===== src/sdcp_pkg.sv =====
// sdcp_pkg: command codes, bank count, state types and timing counts
// for the sdram command and power-state decoder.
// assumes a 40 mhz sys_clk; all pin inputs already synchronous.
package sdcp_pkg;
    localparam int SDCP_NUM_BANKS = 4; // four banks
    localparam int SDCP_BANK_W = 2; // bank-select width
    localparam int SDCP_ADDR_W = 12; // address width
    localparam int SDCP_AP_BIT = 10; // addr_bit_ten position
    localparam int SDCP_CLK_PERIOD_PS = 25000; // 40 mhz period
    localparam int SDCP_BURST_LEN = 4; // fixed burst for non-full-page
    localparam logic [2:0] SDCP_BURST_LEN_M1 = 3'h3; // burst count start
    localparam logic [2:0] SDCP_CMD_ACT = 3'h3; // ras cas we = l h h
    localparam logic [2:0] SDCP_CMD_PRE = 3'h2; // l h l
    localparam logic [2:0] SDCP_CMD_WR = 3'h4; // h l l
    localparam logic [2:0] SDCP_CMD_RD = 3'h5; // h l h
    localparam logic [2:0] SDCP_CMD_MRS = 3'h0; // l l l
    localparam logic [2:0] SDCP_CMD_NOP = 3'h7; // h h h
    localparam logic [2:0] SDCP_CMD_BST = 3'h6; // h h l
    localparam logic [2:0] SDCP_CMD_REF = 3'h1; // l l h
    // power/operating state of the device
    typedef enum logic [2:0] {
        SDCP_NORMAL,
        SDCP_SELF_REFRESH,
        SDCP_POWER_DOWN,
        SDCP_CLK_SUSPEND
    } sdcp_state_t;
endpackage


===== src/sdcp_bank_mem.sv =====
// sdcp_bank_mem: per-bank open/closed flags with registered read-out.
// assumes decoded open and close strobes from the command decoder.
`timescale 1ns/1ps
module sdcp_bank_mem
    import sdcp_pkg::*;
(
    input wire logic sys_clk,
    input wire logic resetn,
    input wire logic [SDCP_NUM_BANKS-1:0] open_req,
    input wire logic [SDCP_NUM_BANKS-1:0] close_req,
    output logic [SDCP_NUM_BANKS-1:0] bank_open
);
    // one flag per bank, close wins only if no open in the same cycle
    genvar g;
    generate
        for (g = 0; g < SDCP_NUM_BANKS; g++)
        begin : g_bank
            always_ff @(posedge sys_clk)
            begin
                if (!resetn)
                    bank_open[g] <= 1'b0;
                else if (open_req[g])
                    bank_open[g] <= 1'b1;
                else if (close_req[g])
                    bank_open[g] <= 1'b0;
            end
        end
    endgenerate
endmodule // sdcp_bank_mem


===== src/sdcp_core.sv =====
// sdcp_core: command decode and power-state logic of a four-bank sdram.
// assumes controller drives pins synchronously to sys_clk.
// Operation
// - decode precharge, cs ras we low, cas high
// - bit ten high closes all banks
// - self refresh on cs ras cas cke low
// - self refresh ignores all but cke
// - self refresh exits on cke high
// - cke low idle enters power-down
// - nop keeps running burst going
// - cs high is deselect, like nop
// - cke low with active bank suspends clock
// - suspend ignores commands, resumes one later
// - commands sampled need previous cke high
// - read write pick bank, bit ten autoprecharge in fixed burst only
// - burst stop only in full-page burst
// - cke low in burst means suspend
`timescale 1ns/1ps
module sdcp_core
    import sdcp_pkg::*;
(
    input wire logic sys_clk,
    input wire logic resetn,
    input wire logic cke,
    input wire logic cs_n,
    input wire logic ras_n,
    input wire logic cas_n,
    input wire logic we_n,
    input wire logic bank_sel_lo,
    input wire logic bank_sel_hi,
    input wire logic [SDCP_ADDR_W-1:0] addr,
    input wire logic full_page,
    output logic [SDCP_NUM_BANKS-1:0] bank_active,
    output logic self_refresh,
    output logic power_down,
    output logic clk_suspend,
    output logic burst_busy,
    output logic int_clk_en,
    output logic refresh_pulse,
    output logic illegal_cmd
);
    sdcp_state_t state; // power state
    sdcp_state_t next_state; // next power state
    logic cke_prev; // cke at previous edge
    logic [2:0] burst_cnt; // remaining beats
    logic burst_fp; // running burst is full page
    logic burst_ap; // running burst auto-precharges
    logic [SDCP_BANK_W-1:0] burst_bank; // bank of running burst
    logic [SDCP_NUM_BANKS-1:0] bank_open; // from bank flag store
    logic [SDCP_NUM_BANKS-1:0] open_req; // activate strobes
    logic [SDCP_NUM_BANKS-1:0] close_req; // precharge strobes

    // decode of pins
    wire [2:0] cmd = {ras_n, cas_n, we_n}; // command code
    wire [SDCP_BANK_W-1:0] bank = {bank_sel_hi, bank_sel_lo}; // target bank
    wire ap_bit = addr[SDCP_AP_BIT]; // addr_bit_ten
    wire any_open = |bank_open; // any bank active
    wire in_burst = burst_cnt != 3'h0 || burst_fp; // data burst running
    wire in_normal = state == SDCP_NORMAL; // commands may be taken
    // cke at the command edge only gates the following cycle, so it is not
    // part of the decode of ordinary commands
    wire cmd_ok = in_normal && cke_prev && !cs_n;
    wire burst_step = in_normal && cke_prev; // internal clock runs this edge
    wire dec_pre = cmd_ok && cmd == SDCP_CMD_PRE;
    wire dec_act = cmd_ok && cmd == SDCP_CMD_ACT && !bank_open[bank];
    wire dec_rw = cmd_ok && (cmd == SDCP_CMD_RD || cmd == SDCP_CMD_WR)
        && bank_open[bank];
    wire dec_bst = cmd_ok && cmd == SDCP_CMD_BST;
    wire bst_ok = dec_bst && burst_fp;
    wire dec_ref = cmd_ok && cke && cmd == SDCP_CMD_REF && !any_open;
    wire dec_sref = cmd_ok && !cke && cmd == SDCP_CMD_REF && !any_open;
    wire burst_end = burst_step && burst_cnt == 3'h1 && !burst_fp; // last beat
    wire ap_close = burst_end && burst_ap; // auto-precharge fires
    wire cke_drop = in_normal && cke_prev && !cke && !dec_sref; // cke low seen
    wire to_suspend = cke_drop && (any_open || in_burst);
    wire to_pdown = cke_drop && !any_open && !in_burst;
    wire bad_cmd = (dec_bst && !burst_fp)
        || (cmd_ok && (cmd == SDCP_CMD_RD || cmd == SDCP_CMD_WR)
        && !bank_open[bank]); // misuse flag

    // bank open and close strobes
    genvar g;
    generate
        for (g = 0; g < SDCP_NUM_BANKS; g++)
        begin : g_strobe
            assign open_req[g] = dec_act && bank == SDCP_BANK_W'(g);
            assign close_req[g] = (dec_pre && (ap_bit
                || bank == SDCP_BANK_W'(g)))
                || (ap_close && burst_bank == SDCP_BANK_W'(g));
        end
    endgenerate

    // bank flag store
    sdcp_bank_mem sdcp_bank_mem_i (
        .sys_clk(sys_clk),
        .resetn(resetn),
        .open_req(open_req),
        .close_req(close_req),
        .bank_open(bank_open)
    );

    // power state transitions
    always_comb
    begin
        next_state = state;
        case (state)
            SDCP_NORMAL:
            begin
                if (dec_sref)
                    next_state = SDCP_SELF_REFRESH;
                else if (to_suspend)
                    next_state = SDCP_CLK_SUSPEND;
                else if (to_pdown)
                    next_state = SDCP_POWER_DOWN;
            end
            SDCP_SELF_REFRESH:
                if (cke) next_state = SDCP_NORMAL;
            SDCP_POWER_DOWN:
                if (cke) next_state = SDCP_NORMAL;
            SDCP_CLK_SUSPEND:
                if (cke) next_state = SDCP_NORMAL;
            default:
                next_state = SDCP_NORMAL;
        endcase
    end

    // state and cke history
    always_ff @(posedge sys_clk)
    begin
        if (!resetn)
        begin
            state <= SDCP_NORMAL;
            cke_prev <= 1'b0;
        end
        else
        begin
            state <= next_state;
            cke_prev <= cke;
        end
    end

    // burst tracker; frozen outside normal state
    always_ff @(posedge sys_clk)
    begin
        if (!resetn)
        begin
            burst_cnt <= 3'h0;
            burst_fp <= 1'b0;
            burst_ap <= 1'b0;
            burst_bank <= '0;
        end
        else if (dec_rw)
        begin
            burst_cnt <= full_page ? 3'h0 : SDCP_BURST_LEN_M1;
            burst_fp <= full_page;
            burst_ap <= ap_bit && !full_page;
            burst_bank <= bank;
        end
        else if (bst_ok)
            burst_fp <= 1'b0;
        else if (burst_step && burst_cnt != 3'h0)
            burst_cnt <= burst_cnt - 3'h1;
    end

    // registered status outputs
    always_ff @(posedge sys_clk)
    begin
        if (!resetn)
        begin
            bank_active <= '0;
            self_refresh <= 1'b0;
            power_down <= 1'b0;
            clk_suspend <= 1'b0;
            burst_busy <= 1'b0;
            int_clk_en <= 1'b1;
            refresh_pulse <= 1'b0;
            illegal_cmd <= 1'b0;
        end
        else
        begin
            bank_active <= (bank_open | open_req) & ~(close_req & ~open_req);
            self_refresh <= next_state == SDCP_SELF_REFRESH;
            power_down <= next_state == SDCP_POWER_DOWN;
            clk_suspend <= next_state == SDCP_CLK_SUSPEND;
            burst_busy <= in_burst;
            int_clk_en <= next_state == SDCP_NORMAL;
            refresh_pulse <= dec_ref;
            illegal_cmd <= bad_cmd;
        end
    end

    // checks
    a_pre_closes: assert property (@(posedge sys_clk) disable iff (!resetn)
        dec_pre && ap_bit && !dec_act |=> bank_open == '0)
        else $error("precharge all left a bank open");
    a_pre_decode: assert property (@(posedge sys_clk) disable iff (!resetn)
        in_normal && $past(cke) && cke && !cs_n && !ras_n && cas_n && !we_n
        |-> dec_pre)
        else $error("precharge not decoded");
    a_sref_entry: assert property (@(posedge sys_clk) disable iff (!resetn)
        dec_sref |=> self_refresh && !int_clk_en)
        else $error("self refresh not entered");
    a_sref_hold: assert property (@(posedge sys_clk) disable iff (!resetn)
        state == SDCP_SELF_REFRESH && !cke |=> state == SDCP_SELF_REFRESH
        && $stable(bank_open))
        else $error("self refresh left while cke low");
    a_sref_exit: assert property (@(posedge sys_clk) disable iff (!resetn)
        state == SDCP_SELF_REFRESH && cke |=> in_normal)
        else $error("self refresh exit missed");
    a_pdown_entry: assert property (@(posedge sys_clk) disable iff (!resetn)
        to_pdown |=> power_down ##0 !clk_suspend)
        else $error("power-down not entered");
    a_nop_keeps: assert property (@(posedge sys_clk) disable iff (!resetn)
        cmd_ok && cke && cmd == SDCP_CMD_NOP && burst_cnt > 3'h1
        |=> burst_cnt == $past(burst_cnt) - 3'h1)
        else $error("nop disturbed burst");
    a_desel_none: assert property (@(posedge sys_clk) disable iff (!resetn)
        cs_n |-> !dec_pre && !dec_act && !dec_rw && !dec_ref)
        else $error("deselect decoded a command");
    a_susp_entry: assert property (@(posedge sys_clk) disable iff (!resetn)
        to_suspend |=> clk_suspend)
        else $error("clock suspend not entered");
    a_susp_freeze: assert property (@(posedge sys_clk) disable iff (!resetn)
        state == SDCP_CLK_SUSPEND |-> !dec_rw && !dec_act && !dec_pre
        ##1 $stable(burst_cnt))
        else $error("suspend took a command");
    a_ref_idle: assert property (@(posedge sys_clk) disable iff (!resetn)
        dec_ref |-> !any_open && $past(cke) && cke)
        else $error("refresh with bank open");
    a_rw_bank: assert property (@(posedge sys_clk) disable iff (!resetn)
        dec_rw |-> bank_open[bank])
        else $error("access to closed bank");
    c_sref: cover property (@(posedge sys_clk) dec_sref ##[1:20] in_normal);
    c_pdown: cover property (@(posedge sys_clk) to_pdown);
    c_susp: cover property (@(posedge sys_clk) to_suspend && in_burst);
    c_ap: cover property (@(posedge sys_clk) ap_close);
endmodule // sdcp_core


===== config.mk =====
export PLATFORM = sky130hd
export DESIGN_NAME = sdcp_core
export DESIGN_NICKNAME = d
export VERILOG_FILES = /design/src/sdcp_pkg.sv /design/src/sdcp_bank_mem.sv /design/src/sdcp_core.sv
export SDC_FILE = /design/constraint.sdc
export NUM_CORES = 1
export LEC_CHECK = 0
export BUFFER_PORTS_ARGS = -buffer_cell sky130_fd_sc_hd__buf_2
export CAP_MARGIN = 0
export CORE_MARGIN = 8
export CORE_UTILIZATION = 50
export CTS_CLUSTER_SIZE = 14
export DETAILED_ROUTE_END_ITERATION = 8
export HOLD_SLACK_MARGIN = 0.05
export PLACE_DENSITY_LB_ADDON = 0.3
export SLEW_MARGIN = 5
export SYNTH_ARGS = -nofsm -noshare
export SYNTH_HDL_FRONTEND = slang
export SYNTH_SLANG_ARGS = --single-unit

===== constraint.sdc =====
create_clock -name sys_clk -period 2.2 [get_ports sys_clk]
set_input_delay 0 -clock sys_clk [delete_from_list [all_inputs] [get_ports sys_clk]]
set_output_delay 0 -clock sys_clk [all_outputs]
set_load 0.03 [all_outputs]

# After elaboration in Yosys (flattened, before gate mapping)

Index checks and enable logic that the tools add are counted.

Register bits: 26
Memory bits (read-only): 0
Logic and storage cells: 139
Bits in writable memories: 0
Latch bits: 0
Memories kept: 0

Shift-type cells: 0
Multiply operators: 0
Add/sub/neg operators: 1
Reduce and logical (&&, ||, !) cells: 73
Equality and inequality tests: 20
Div/mod/pow operators: 0
$lt $le $gt $ge: 1
Bitwise logic cells: 5
Multiplexer cells: 21

Operators by type and width:

| kind                                               | count |
|---|---|
| logical AND 1 bit                                  | 39 |
| two-way mux 3 bit                                  | 7 |
| == test 3 x 2 -> 1 bit, second input constant      | 6 |
| == test 3 x 1 -> 1 bit, second input constant      | 4 |
| logical OR 1 bit                                   | 12 |
| nonzero test 2 bit                                 | 6 |
| two-way mux 1 bit                                  | 11 |
| == test 3 bit, second input constant               | 3 |
| AND 4 bit                                          | 2 |
| == test 2 bit, second input constant               | 4 |
| logical NOT 1 bit                                  | 8 |
| inverter 4 bit                                     | 2 |
| logical NOT 3 bit                                  | 2 |
| one-hot mux 3 bit (2 select lines)                 | 1 |
| == test 2 x 1 -> 1 bit, second input constant      | 2 |
| logical NOT 2 bit                                  | 2 |
| bitwise OR 4 bit                                   | 1 |
| OR reduction 4 bit                                 | 1 |
| < comparator 2 x 3 -> 1 bit, second input constant | 1 |
| nonzero test 3 bit                                 | 1 |
| OR reduction 3 bit                                 | 1 |
| subtractor 3 x 1 -> 3 bit, second input constant   | 1 |
| binary-select mux 1 bit (select 2 bit)             | 1 |
| two-way mux 2 bit                                  | 1 |
| other kinds (2)                                    | 2 |

# Depth between registers and ports, before layout

Gate-level depths: netlist of run 1.

Depth after elaboration: 15
Mapped depth: 6
Mapped depth without buffers: 6

# Cells and area by module

A second synthesis of run 1 with hierarchy kept.

Cell total of the unflattened synthesis: 140
Area, all modules: 1,317.5 µm²

By module, submodules not included:

| module        | times used | cells an instance | seq. area each (µm²) | area each (µm²) |
|---|---|---|---|---|
| sdcp_core     | 1          | 128               | 440.4                | 1,152.4 |
| sdcp_bank_mem | 1          | 12                | 80.1                 | 165.2 |

# Worst setup path before layout of run 1

OpenSTA, ideal clock, no wires.

Path type: register to register
From: reg state[2]
To: reg burst_cnt[1]
Arrival: 1,680 ps
Period minus slack after synthesis: 1,758 ps
Library setup time: 78 ps
Cell stages (with the launch flop): 5
Path slack: 442 ps
Path through: dfxtp_1 or4b_1 a311oi_2 mux2_2 o22ai_1

Cells in the longest elaborated chain, start to end: 7

RTL lines:

| element                                                              | RTL line                         | source |
|---|---|---|
| start: declaration                                                   | sdcp_core.sv:42                  | `sdcp_state_t state;` |
| start signal: assignment                                             | sdcp_core.sv:137                 | `state <= next_state;` |
| logical NOT 3 bit *                                                  | sdcp_core.sv:59                  | `wire in_normal = state == SDCP_NORMAL;` |
| logical AND 1 bit *                                                  | sdcp_core.sv:62, sdcp_core.sv:63 |  |
| logical AND 1 bit                                                    | sdcp_core.sv:62                  | `wire cmd_ok = in_normal && cke_prev && !cs_n;` |
| logical AND 1 bit, on equally long branches                          | sdcp_core.sv:66, sdcp_core.sv:68 |  |
| logical AND 1 bit, on equally long branches                          | sdcp_core.sv:67, sdcp_core.sv:69 |  |
| != test 2 bit (no source line) or nonzero test 2 bit (tied branches) | n/a                              |  |
| AND reduction 2 bit (no source line)                                 | n/a                              |  |
| end signal: assignment                                               | sdcp_core.sv:154                 | `burst_cnt <= full_page ? 3'h0 : SDCP_BURST_LEN_M1;` |
| end signal: assignment                                               | sdcp_core.sv:162                 | `burst_cnt <= burst_cnt - 3'h1;` |
| end: declaration                                                     | sdcp_core.sv:45                  | `logic [2:0] burst_cnt;` |

Mark *: on every way between the ends. The rest lies on a longest branch, timed or not.
A chain may end at the register's enable or synchronous reset.

# Worst setup path in the final report of run 1

Ends and elaborated chain as after synthesis.

==> results.ini, run 1 <==
[logic_synthesis]
synth_cells = 122
synth_top_area_share_pct = 42.8
syn-num-nets = 147
ys_seq_area_share_pct = 42.8
synth_largest_area_cell = dfxtp_1
synth_edf_count = 0
netlist_area_um2 = 1220
synth_commonest_cells = 26 x dfxtp_1, 8 x inv_1, 8 x nor2b_1, 8 x o41ai_1, 7 x a21oi_1
synth.distinct_cells = 43
ys_warn_count = 0
ys_seq_elements = 26
ys.flop_type = dfxtp_1
ys_top_cells_by_area = dfxtp_1 43%, o41ai_1 5.8%, nor2b_1 4.1%, ha_1 3.1%, a21oi_1 2.9%
postSynthAreaPerCell_um2 = 9.97
ys_async_sr_fraction_pct = 0
synth.most_common_cell = dfxtp_1

[floorplanning]
io_pins = 33
dieArea_um2 = 4270
dieHeight_um = 65.3
rows = 18
die_w_um = 65.3
core_um2 = 2390
start_util_pct = 50.9

[timing]
grt_setup_unrepaired = false
timing.fmax_ghz = 0.522
finalCritPeriodShare_pct = 87.0
whs_ps = 66.3
worst_slack_ps = 285
setup_viol = 0
hold_viol_final = 0
finalMaxSlewViolations = 0
relSlewSlack_pct = 63.8
worstMarginPinSlew_ps = 536
finClkSkew_ps = 1.38
fin_crit_ps = 1910
tns_ps = 0

[routing]
postRouteAntennaNets = 0
wire_per_inst_um = 14.1
drc = 0
vias_per_cell = 5.72
drt_first_pass_iters = 4
wl_mm = 2.51
vias = 1018
drt_iter0_markers = 31

[setup_path]
cpPeakStageDelay_ps = 580
worstSetupEndpointType = flop
start_kind = flop
cp_cell_sequence = or4b_1 > a311oi_2 > mux2_2 > o22ai_1
reg2reg_slack_ps = 290
cp_num_buf_inv = 0
crit_slowest_cell = or4b_1
cp_top_family = simple AND/OR/NAND/NOR gates
reg2reg_from = state[2]
r2r_end = burst_cnt[1]
criticalPathCategory = reg2reg
required_ps = 2440
arrival_ps = 2160
crit_fanout = 4
rr_worst_depth = 4

[clock_network]
h-tree-depth = 1
cts_root_buf = clkbuf_4
cts_setup_buffers = 0
cts_buffers = 3
cts.path.max_buffers = 2
clk_pin_slew_worst_paths_ps = 130
clock_sinks = 26
worstSkewPairLatency_ps = 310
cts_tree = done

[power]
pwr-share-seq_pct = 62.0
pwr-share-clk_pct = 29.8
powerDensity_nw_per_um2 = 541
p_int_mw = 0.602
ir_worst_vdd_v = 0.000324
p_switching_mw = 0.168
p_leak_nw = 0.595
power_frac_comb_pct = 8.2
p_sw_share_pct = 21.8

[worst_hold_path]
hold_start = addr[10]
hold_end = burst_ap
holdPathStages = 3
min_path_type = in2reg

[global_routing]
gr-usage-met1_pct = 11.7
gr-total-overflow = 0
met2_usage_pct = 21.8
grt_pass1_vias = 1018
top_usage_layer = met2
antenna_found_initial = 0
grt_util_met3_pct = 3.57
grt_max_degree = 17
grt_pass1_wl_mm = 4.14
grtUsageTotal_pct = 11.7

[placed_design]
dp_slack_ps = 292
port_buffers = 21
gp_congestion = 0.824
dp.cells = 169
hpwl_mm = 1.88
dpl_cell_area_um2 = 1340

[layout]
drive_gt1_share_pct = 22.3
fin_cells = 178
final_area_um2 = 1420
syn_to_final_growth_pct = 17.1
fin_nets = 174
num_antenna_cells = 0

[status]
status = completed

[run]
maxCapViolCount = 0

## layer usage
metal  vias up  wire length (um)
met4         0                19
met5         -                 0
met1       485              1040
met3         2               152
met2        24              1300
li1        507                 -
## registers in the layout, summed over array words and instances (netlist names), 2 cells and up
register	flops
burst_cnt	3
burst_bank	2
state	3
sdcp_bank_mem_i.bank_open	4
bank_active	4
## how the worst max path moves through the flow
| stage | startpoint | to | slack (ps) | cells past startpoint |
|---|---|---|---|---|
| global route | state[2] | burst_cnt[1] | 150 | 4 |
| floorplan | state[2] | burst_cnt[1] | 440 | 4 |
| detailed placement | state[2] | burst_cnt[1] | 290 | 4 |
| global placement | state[2] | burst_cnt[1] | 330 | 4 |
| CTS | state[2] | burst_cnt[1] | 270 | 4 |
| finish | state[2] | burst_cnt[1] | 290 | 4 |
## what timing repair did
item | in CTS | in global routing
hold endpoints to repair | 13 | 0
hold buffers | 5 | 0
endpoints found under the setup margin | 0 | 0
resized for setup | 0 | 0
## cell usage in the layout, fill, tap and decap left out, drive strengths merged, types with 5 or more instances in the layout
cell type,n
buf,22
nor2,6
dfxtp,26
a21oi,7
nand2,6
nor2b,8
dlygate4sd3,5
inv,8
o41ai,8
## cell type report
cell class | instances | area [um^2]
timing repair buffer | 27 | 163
clock buffer | 4 | 36.3
fill | 243 | 963
multi-input combinational | 83 | 637
inverter | 8 | 30.0
tap | 30 | 37.5
sequential | 26 | 520
## power groups by stage
stage / Sequential (mW) / Clock (mW) / Combinational, mW
after global placement: 0.488 / 0 / 0.0541
final: 0.477 / 0.230 / 0.0630
after CTS: 0.478 / 0.240 / 0.0628
after global routing: 0.478 / 0.255 / 0.0683
after floorplan: 0.490 / 0 / 0.0327
after detailed placement: 0.488 / 0 / 0.0556
## through the flow
| stage | util, % | total power [mW] |
|---|---|---|
| finish | 59.6 | 0.770 |
| detailed placement | 56.0 | 0.544 |
| global route | 59.6 | 0.802 |
| global placement | 56.0 | 0.542 |
| floorplan | - | 0.522 |
| CTS | 59.6 | 0.780 |
## worst reg2reg max path, delay by kind of cell, from the launching register on
kind               cells  cell delay, ps
AOI/OAI and AO/OA      2             510
and+or+nand+nor        1             580
DFF                    1             380
muxes                  1             380
## cell families (layout without fill, tap and decap cells)
logic type                 Yosys count  in the layout  share of synthesized area, %
and+or+nand+nor                     41             41                          23.0
AOI/OAI and AO/OA                   33             33                          20.8
DFF                                 26             26                          42.8
buffers and inverters               13             39                          4.84
muxes                                4              4                          4.42
adders and majority gates            3              3                          3.09
other                                1              1                         0.308
xor gates and xnor gates             1              1                         0.720
Note: power is estimated with default switching activity, not from simulation.
==> run 2: changes to the inputs <==
Settings changed: BUFFER_PORTS_ARGS -buffer_cell sky130_fd_sc_hd__buf_2 to default, DONT_BUFFER_PORTS from default to 1, RECOVER_POWER from default to 100.
Clock period 2.2 ns to 1.6 ns, I/O delays scaled along.
==> run 2 against run 1 <==
  * Clock power up 100%
  * Highest routed layer unchanged
  * First-iteration DRC count up 16%
  * The run now ends with hold timing, setup timing left
  * Critical path type unchanged
  * Cell count down 0.56%
  * Sequential cell count unchanged
  * Fmax up 15%
==> results.ini, run 2 (synthesized netlist as in run 1, its figures left out) <==
[clock_network]
clock_sinks = 26  ; unchanged
cts_root_buf = clkbuf_4
cts_tree = done
hold_buffers = 11  ; +6
worstSkewPairLatency_ps = 330  ; +20 ps
clk_pin_slew_worst_paths_ps = 150  ; +20 ps
cts_buffers = 3  ; unchanged
cts.path.max_buffers = 2  ; unchanged
h-tree-depth = 1  ; unchanged

[timing]
grt_setup_unrepaired = true
hold_viol_final = 15  ; +15
timing.fmax_ghz = 0.603  ; +15%
relSlewSlack_pct = 65.0  ; +1.2 points
tns_ps = -133  ; -133 ps
finalMaxSlewViolations = 0  ; unchanged
worstMarginPinSlew_ps = 524  ; -12.0 ps
worst_slack_ps = -58.6  ; -344 ps
fin_crit_ps = 1660  ; -256 ps
setup_viol = 6  ; +6
whs_ps = -227  ; -293 ps
finClkSkew_ps = 5.13  ; +3.75 ps
finalCritPeriodShare_pct = 104  ; +17 points

[floorplanning]
core_um2 = 2390  ; unchanged
start_util_pct = 50.9  ; unchanged
dieArea_um2 = 4270  ; unchanged
dieHeight_um = 65.3  ; unchanged
io_pins = 33  ; unchanged
rows = 18  ; unchanged
die_w_um = 65.3  ; unchanged

[power]
powerDensity_nw_per_um2 = 727  ; +34%
total_power_mw = 1.21  ; +58%
ir_worst_vdd_v = 0.000498  ; +54%
p_leak_nw = 0.666  ; +12%

[placed_design]
dp.cells = 158  ; -6.5%
port_buffers = 0  ; -100%
hpwl_mm = 2.01  ; +7.4%
dp_slack_ps = -114  ; -406 ps
gp_congestion = 0.772  ; -6.4%

[setup_path]
start_kind = flop
crit_fanout = 2  ; -2
criticalPathCategory = reg2reg
reg2reg_slack_ps = -60  ; -340 ps
worstSetupEndpointType = flop
required_ps = 1870  ; -570 ps
arrival_ps = 1930  ; -230 ps

[layout]
syn_to_final_growth_pct = 37.3
fin_cells = 177  ; -0.56%
layout_commonest_cell = dfxtp_1
mostFrequentLayoutCells = 21 x dfxtp_1, 13 x buf_4, 11 x dlygate4sd3_1, 7 x inv_1, 7 x nor2b_1
fin_nets = 173  ; -0.57%
reg.largest.list = bank_active (4), sdcp_bank_mem_i.bank_open (4)
num_antenna_cells = 0  ; unchanged
drive_gt1_share_pct = 37.4  ; +15 points
n_fill_cell = 195  ; -20%

[routing]
wire_per_inst_um = 17.8  ; +26%
drc = 0  ; unchanged
vias_per_cell = 5.88  ; +2.8%
vias = 1041  ; +2.3%
drt_iter0_markers = 36  ; +16%
drt_first_pass_iters = 4  ; unchanged
wl_mm = 3.15  ; +25%
postRouteAntennaNets = 0  ; unchanged

[global_routing]
grt_max_degree = 17  ; unchanged
grt_pass1_wl_mm = 4.92  ; +19%
grt_pass1_vias = 1036  ; +1.8%
grtUsageTotal_pct = 14.7  ; +3.1 points
gr-total-overflow = 0  ; unchanged
antenna_found_initial = 0  ; unchanged

[status]
status = complete, but fails checks
violations = hold timing, setup timing

[run]
maxCapViolCount = 0  ; unchanged

[worst_hold_path]
min_path_type = in2reg

[run 2: changes by cell type in the layout (fill, tap and decap cells not counted), sizes merged]
cell	delta
buf	-7
dlygate4sd3	+6
bufinv	+1
clkbuf	-1
[run 2: layout make-up]
| class | count | area [um^2] | share of cell area (%) |
|---|---|---|---|
| Clock inverter | 1 | 30.0 | 1.80 |
| Timing Repair Buffer | 26 | 230 | 13.8 |
| Sequential cell | 26 | 527 | 31.5 |
| Multi-Input combinational cell | 83 | 793 | 47.5 |
| Inverter | 8 | 30.0 | 1.80 |
| Clock buffer | 3 | 22.5 | 1.35 |
| Tap cell | 30 | 37.5 | 2.25 |
[run 2: worst max-delay path, stage by stage, from the launching register on]
cell      delay [ps]
dfxtp_2          350
or4b_4           550
a311oi_4         250
mux2_4           340
o22ai_2          120
[run 2: final timing paths]
check | from | endpoint | depth (start not counted)
max | state[0] | burst_cnt[1] | 4
min | resetn | burst_fp | 1
min reg2reg | burst_ap | burst_ap | 2
max reg2reg | state[0] | burst_cnt[1] | 4
[run 2: per-stage QoR]
stage                     utilization (%)  cell area [um^2]
final                                70.0              1670
after global routing                 70.0              1670
after detailed placement             55.7              1330
after CTS                            65.1              1550
after global placement               55.7              1330
after floorplan                         -              1240
[run 2: report_power, final]
group,internal (mW),total (mW),switching (mW)
clock,0.253,0.463,0.210
combinational,0.0444,0.0905,0.0461
sequential,0.653,0.660,0.00738
total,0.951,1.21,0.263
[run 2: timing repair]
item                                   CTS  global route
setup endpoints to repair               17            21
endpoints found under the hold margin   25            15
pin swaps                                8             5
setup buffers                            2             2
gates resized for setup                 10            21
[run 2: layer usage]
layer	track usage (%)	vias to the layer above	share of wire, %
li1	-	506	-
met5	0	-	0
met3	3.74	8	4.5
met1	15.3	506	40
met2	25.6	21	53
met4	10.1	0	2.5
==> run 3: changes to the inputs <==
Settings changed: CELL_PAD_IN_SITES_DETAIL_PLACEMENT from default to 1, CELL_PAD_IN_SITES_GLOBAL_PLACEMENT from default to 1, CORE_UTILIZATION 50 to 41.
==> run 3 against run 2 <==
  * The run still ends with hold timing, setup timing left
  * Combinational power is 7.8% higher
  * Critical path depth stayed put
  * Clock-buffer cell count stayed put
  * Cell count is 2.3% higher
  * Sequential power hardly changed
  * Hold slack better by 7.9 ps
  * First-iteration DRC count is 100% higher
  * Die area is 16% higher
  * Utilization is 9.6 points lower
  * Power is 0.13% higher
  * Critical path type unchanged
==> results.ini, run 3 (synthesized netlist as in run 1, its figures left out) <==
[routing]
postRouteAntennaNets = 0  ; unchanged
vias_per_cell = 6.23  ; +6.0%
wire_per_inst_um = 21.4  ; +20%
wl_mm = 3.87  ; +23%
drt_first_pass_iters = 4  ; unchanged
vias = 1128  ; +8.4%
drc = 0  ; unchanged
drt_iter0_markers = 72  ; +100%

[placed_design]
dp_slack_ps = -152  ; -38.0 ps
hpwl_mm = 2.25  ; +12%
dp.cells = 162  ; +2.5%
gp_congestion = 0.750  ; -2.9%
port_buffers = 0  ; unchanged

[timing]
relSlewSlack_pct = 60.1  ; -4.9 points
setup_viol = 17  ; +11
whs_ps = -219  ; +7.90 ps
finClkSkew_ps = 13.4  ; +8.23 ps
finalCritPeriodShare_pct = 106  ; +2.8 points
hold_viol_final = 15  ; unchanged
worst_slack_ps = -103  ; -44.3 ps
worstMarginPinSlew_ps = 597  ; +73.1 ps
grt_setup_unrepaired = true
fin_crit_ps = 1700  ; +44.3 ps
finalMaxSlewViolations = 0  ; unchanged
timing.fmax_ghz = 0.587  ; -2.6%

[global_routing]
gr-total-overflow = 0  ; unchanged
antenna_found_initial = 0  ; unchanged
grtUsageTotal_pct = 14.2  ; -0.56 points
grt_pass1_wl_mm = 5.81  ; +18%
grt_pass1_vias = 1187  ; +15%
grt_max_degree = 17  ; unchanged

[layout]
layout_commonest_cell = dfxtp_1
syn_to_final_growth_pct = 38.1
fin_nets = 176  ; +1.7%
reg.largest.list = bank_active (4), sdcp_bank_mem_i.bank_open (4)
drive_gt1_share_pct = 36.0  ; -1.4 points
mostFrequentLayoutCells = 21 x dfxtp_1, 13 x buf_4, 11 x dlygate4sd3_1, 8 x inv_1, 7 x nor2b_1
fin_cells = 181  ; +2.3%
num_antenna_cells = 0  ; unchanged

[power]
powerDensity_nw_per_um2 = 724  ; -0.39%
p_leak_nw = 0.662  ; -0.58%
ir_worst_vdd_v = 0.000674  ; +35%
total_power_mw = 1.22  ; +0.13%

[clock_network]
hold_buffers = 11  ; unchanged
cts_buffers = 3  ; unchanged
clock_sinks = 26  ; unchanged
worstSkewPairLatency_ps = 330  ; about the same
clk_pin_slew_worst_paths_ps = 150  ; about the same
cts_tree = done
cts_root_buf = clkbuf_4
cts.path.max_buffers = 2  ; unchanged
h-tree-depth = 1  ; unchanged

[run]
maxCapViolCount = 0  ; unchanged

[setup_path]
required_ps = 1870  ; about the same
arrival_ps = 1970  ; +40 ps
cp_cell_sequence = or4b_4 > a311oi_4 > mux2_4 > o22ai_2
criticalPathCategory = reg2reg
cpPeakStageDelay_ps = 530  ; -20 ps
reg2reg_slack_ps = -100  ; -40 ps
worstSetupEndpointType = flop
crit_slowest_cell = or4b_4
start_kind = flop
crit_fanout = 2  ; unchanged

[floorplanning]
rows = 19  ; +1
dieHeight_um = 70.5  ; +7.9%
core_um2 = 2780  ; +17%
start_util_pct = 43.7  ; -7.2 points
io_pins = 33  ; unchanged
die_w_um = 70.5  ; +7.9%
dieArea_um2 = 4970  ; +16%

[status]
status = complete, but fails checks
violations = hold timing, setup timing

[worst_hold_path]
min_path_type = in2reg

==> run 3: repair_timing <==
action / in CTS / in global routing
hold endpoints to repair: 25 / 15
buffers inserted: 1 / 3
endpoints found under the setup margin: 17 / 22
resized for setup: 19 / 9
pin swaps: 7 / 1
==> run 3: worst paths after layout <==
check                               from      endpoint  cells after the start
worst min-delay path              resetn      burst_fp                      1
worst max-delay path            state[1]  burst_cnt[1]                      4
worst min register to register  burst_ap      burst_ap                      2
worst max register to register  state[1]  burst_cnt[1]                      4
==> run 3: metrics by stage <==
step                TNS, ps  area [um^2]  utilization [%]
floorplan              -417         1240                -
global placement       -237         1350             48.6
detailed placement     -522         1350             48.6
CTS                    -289         1600             57.5
global route          -2260         1680             60.4
finish                -1070         1680             60.4
==> run 3: report_power, final <==
part | internal, mW | switching (mW)
registers | 0.652 | 0.00724
logic | 0.0478 | 0.0498
clock network | 0.253 | 0.206
total | 0.953 | 0.263
==> run 3: cell type report <==
class	count	area [um^2]
fill	284	1100
multi-input combinational	83	756
sequential	26	529
timing repair buffer	29	273
tap	31	38.8
clock inverter	1	30.0
inverter	8	30.0
clock buffer	3	22.5
==> run 3: critical path: cells and delay by family (launching register included) <==
kind / cells / cell delay, ps
compound gates: 2 / 410
simple gates: 1 / 530
flops: 1 / 370
mux: 1 / 330
==> run 3: routing by layer <==
layer	share of wire [%]	up-vias	GRT usage (%)
li1	-	510	-
met1	40	570	15.2
met2	52	36	26.5
met3	4.7	12	3.67
met4	2.9	0	3.57
met5	0	-	0
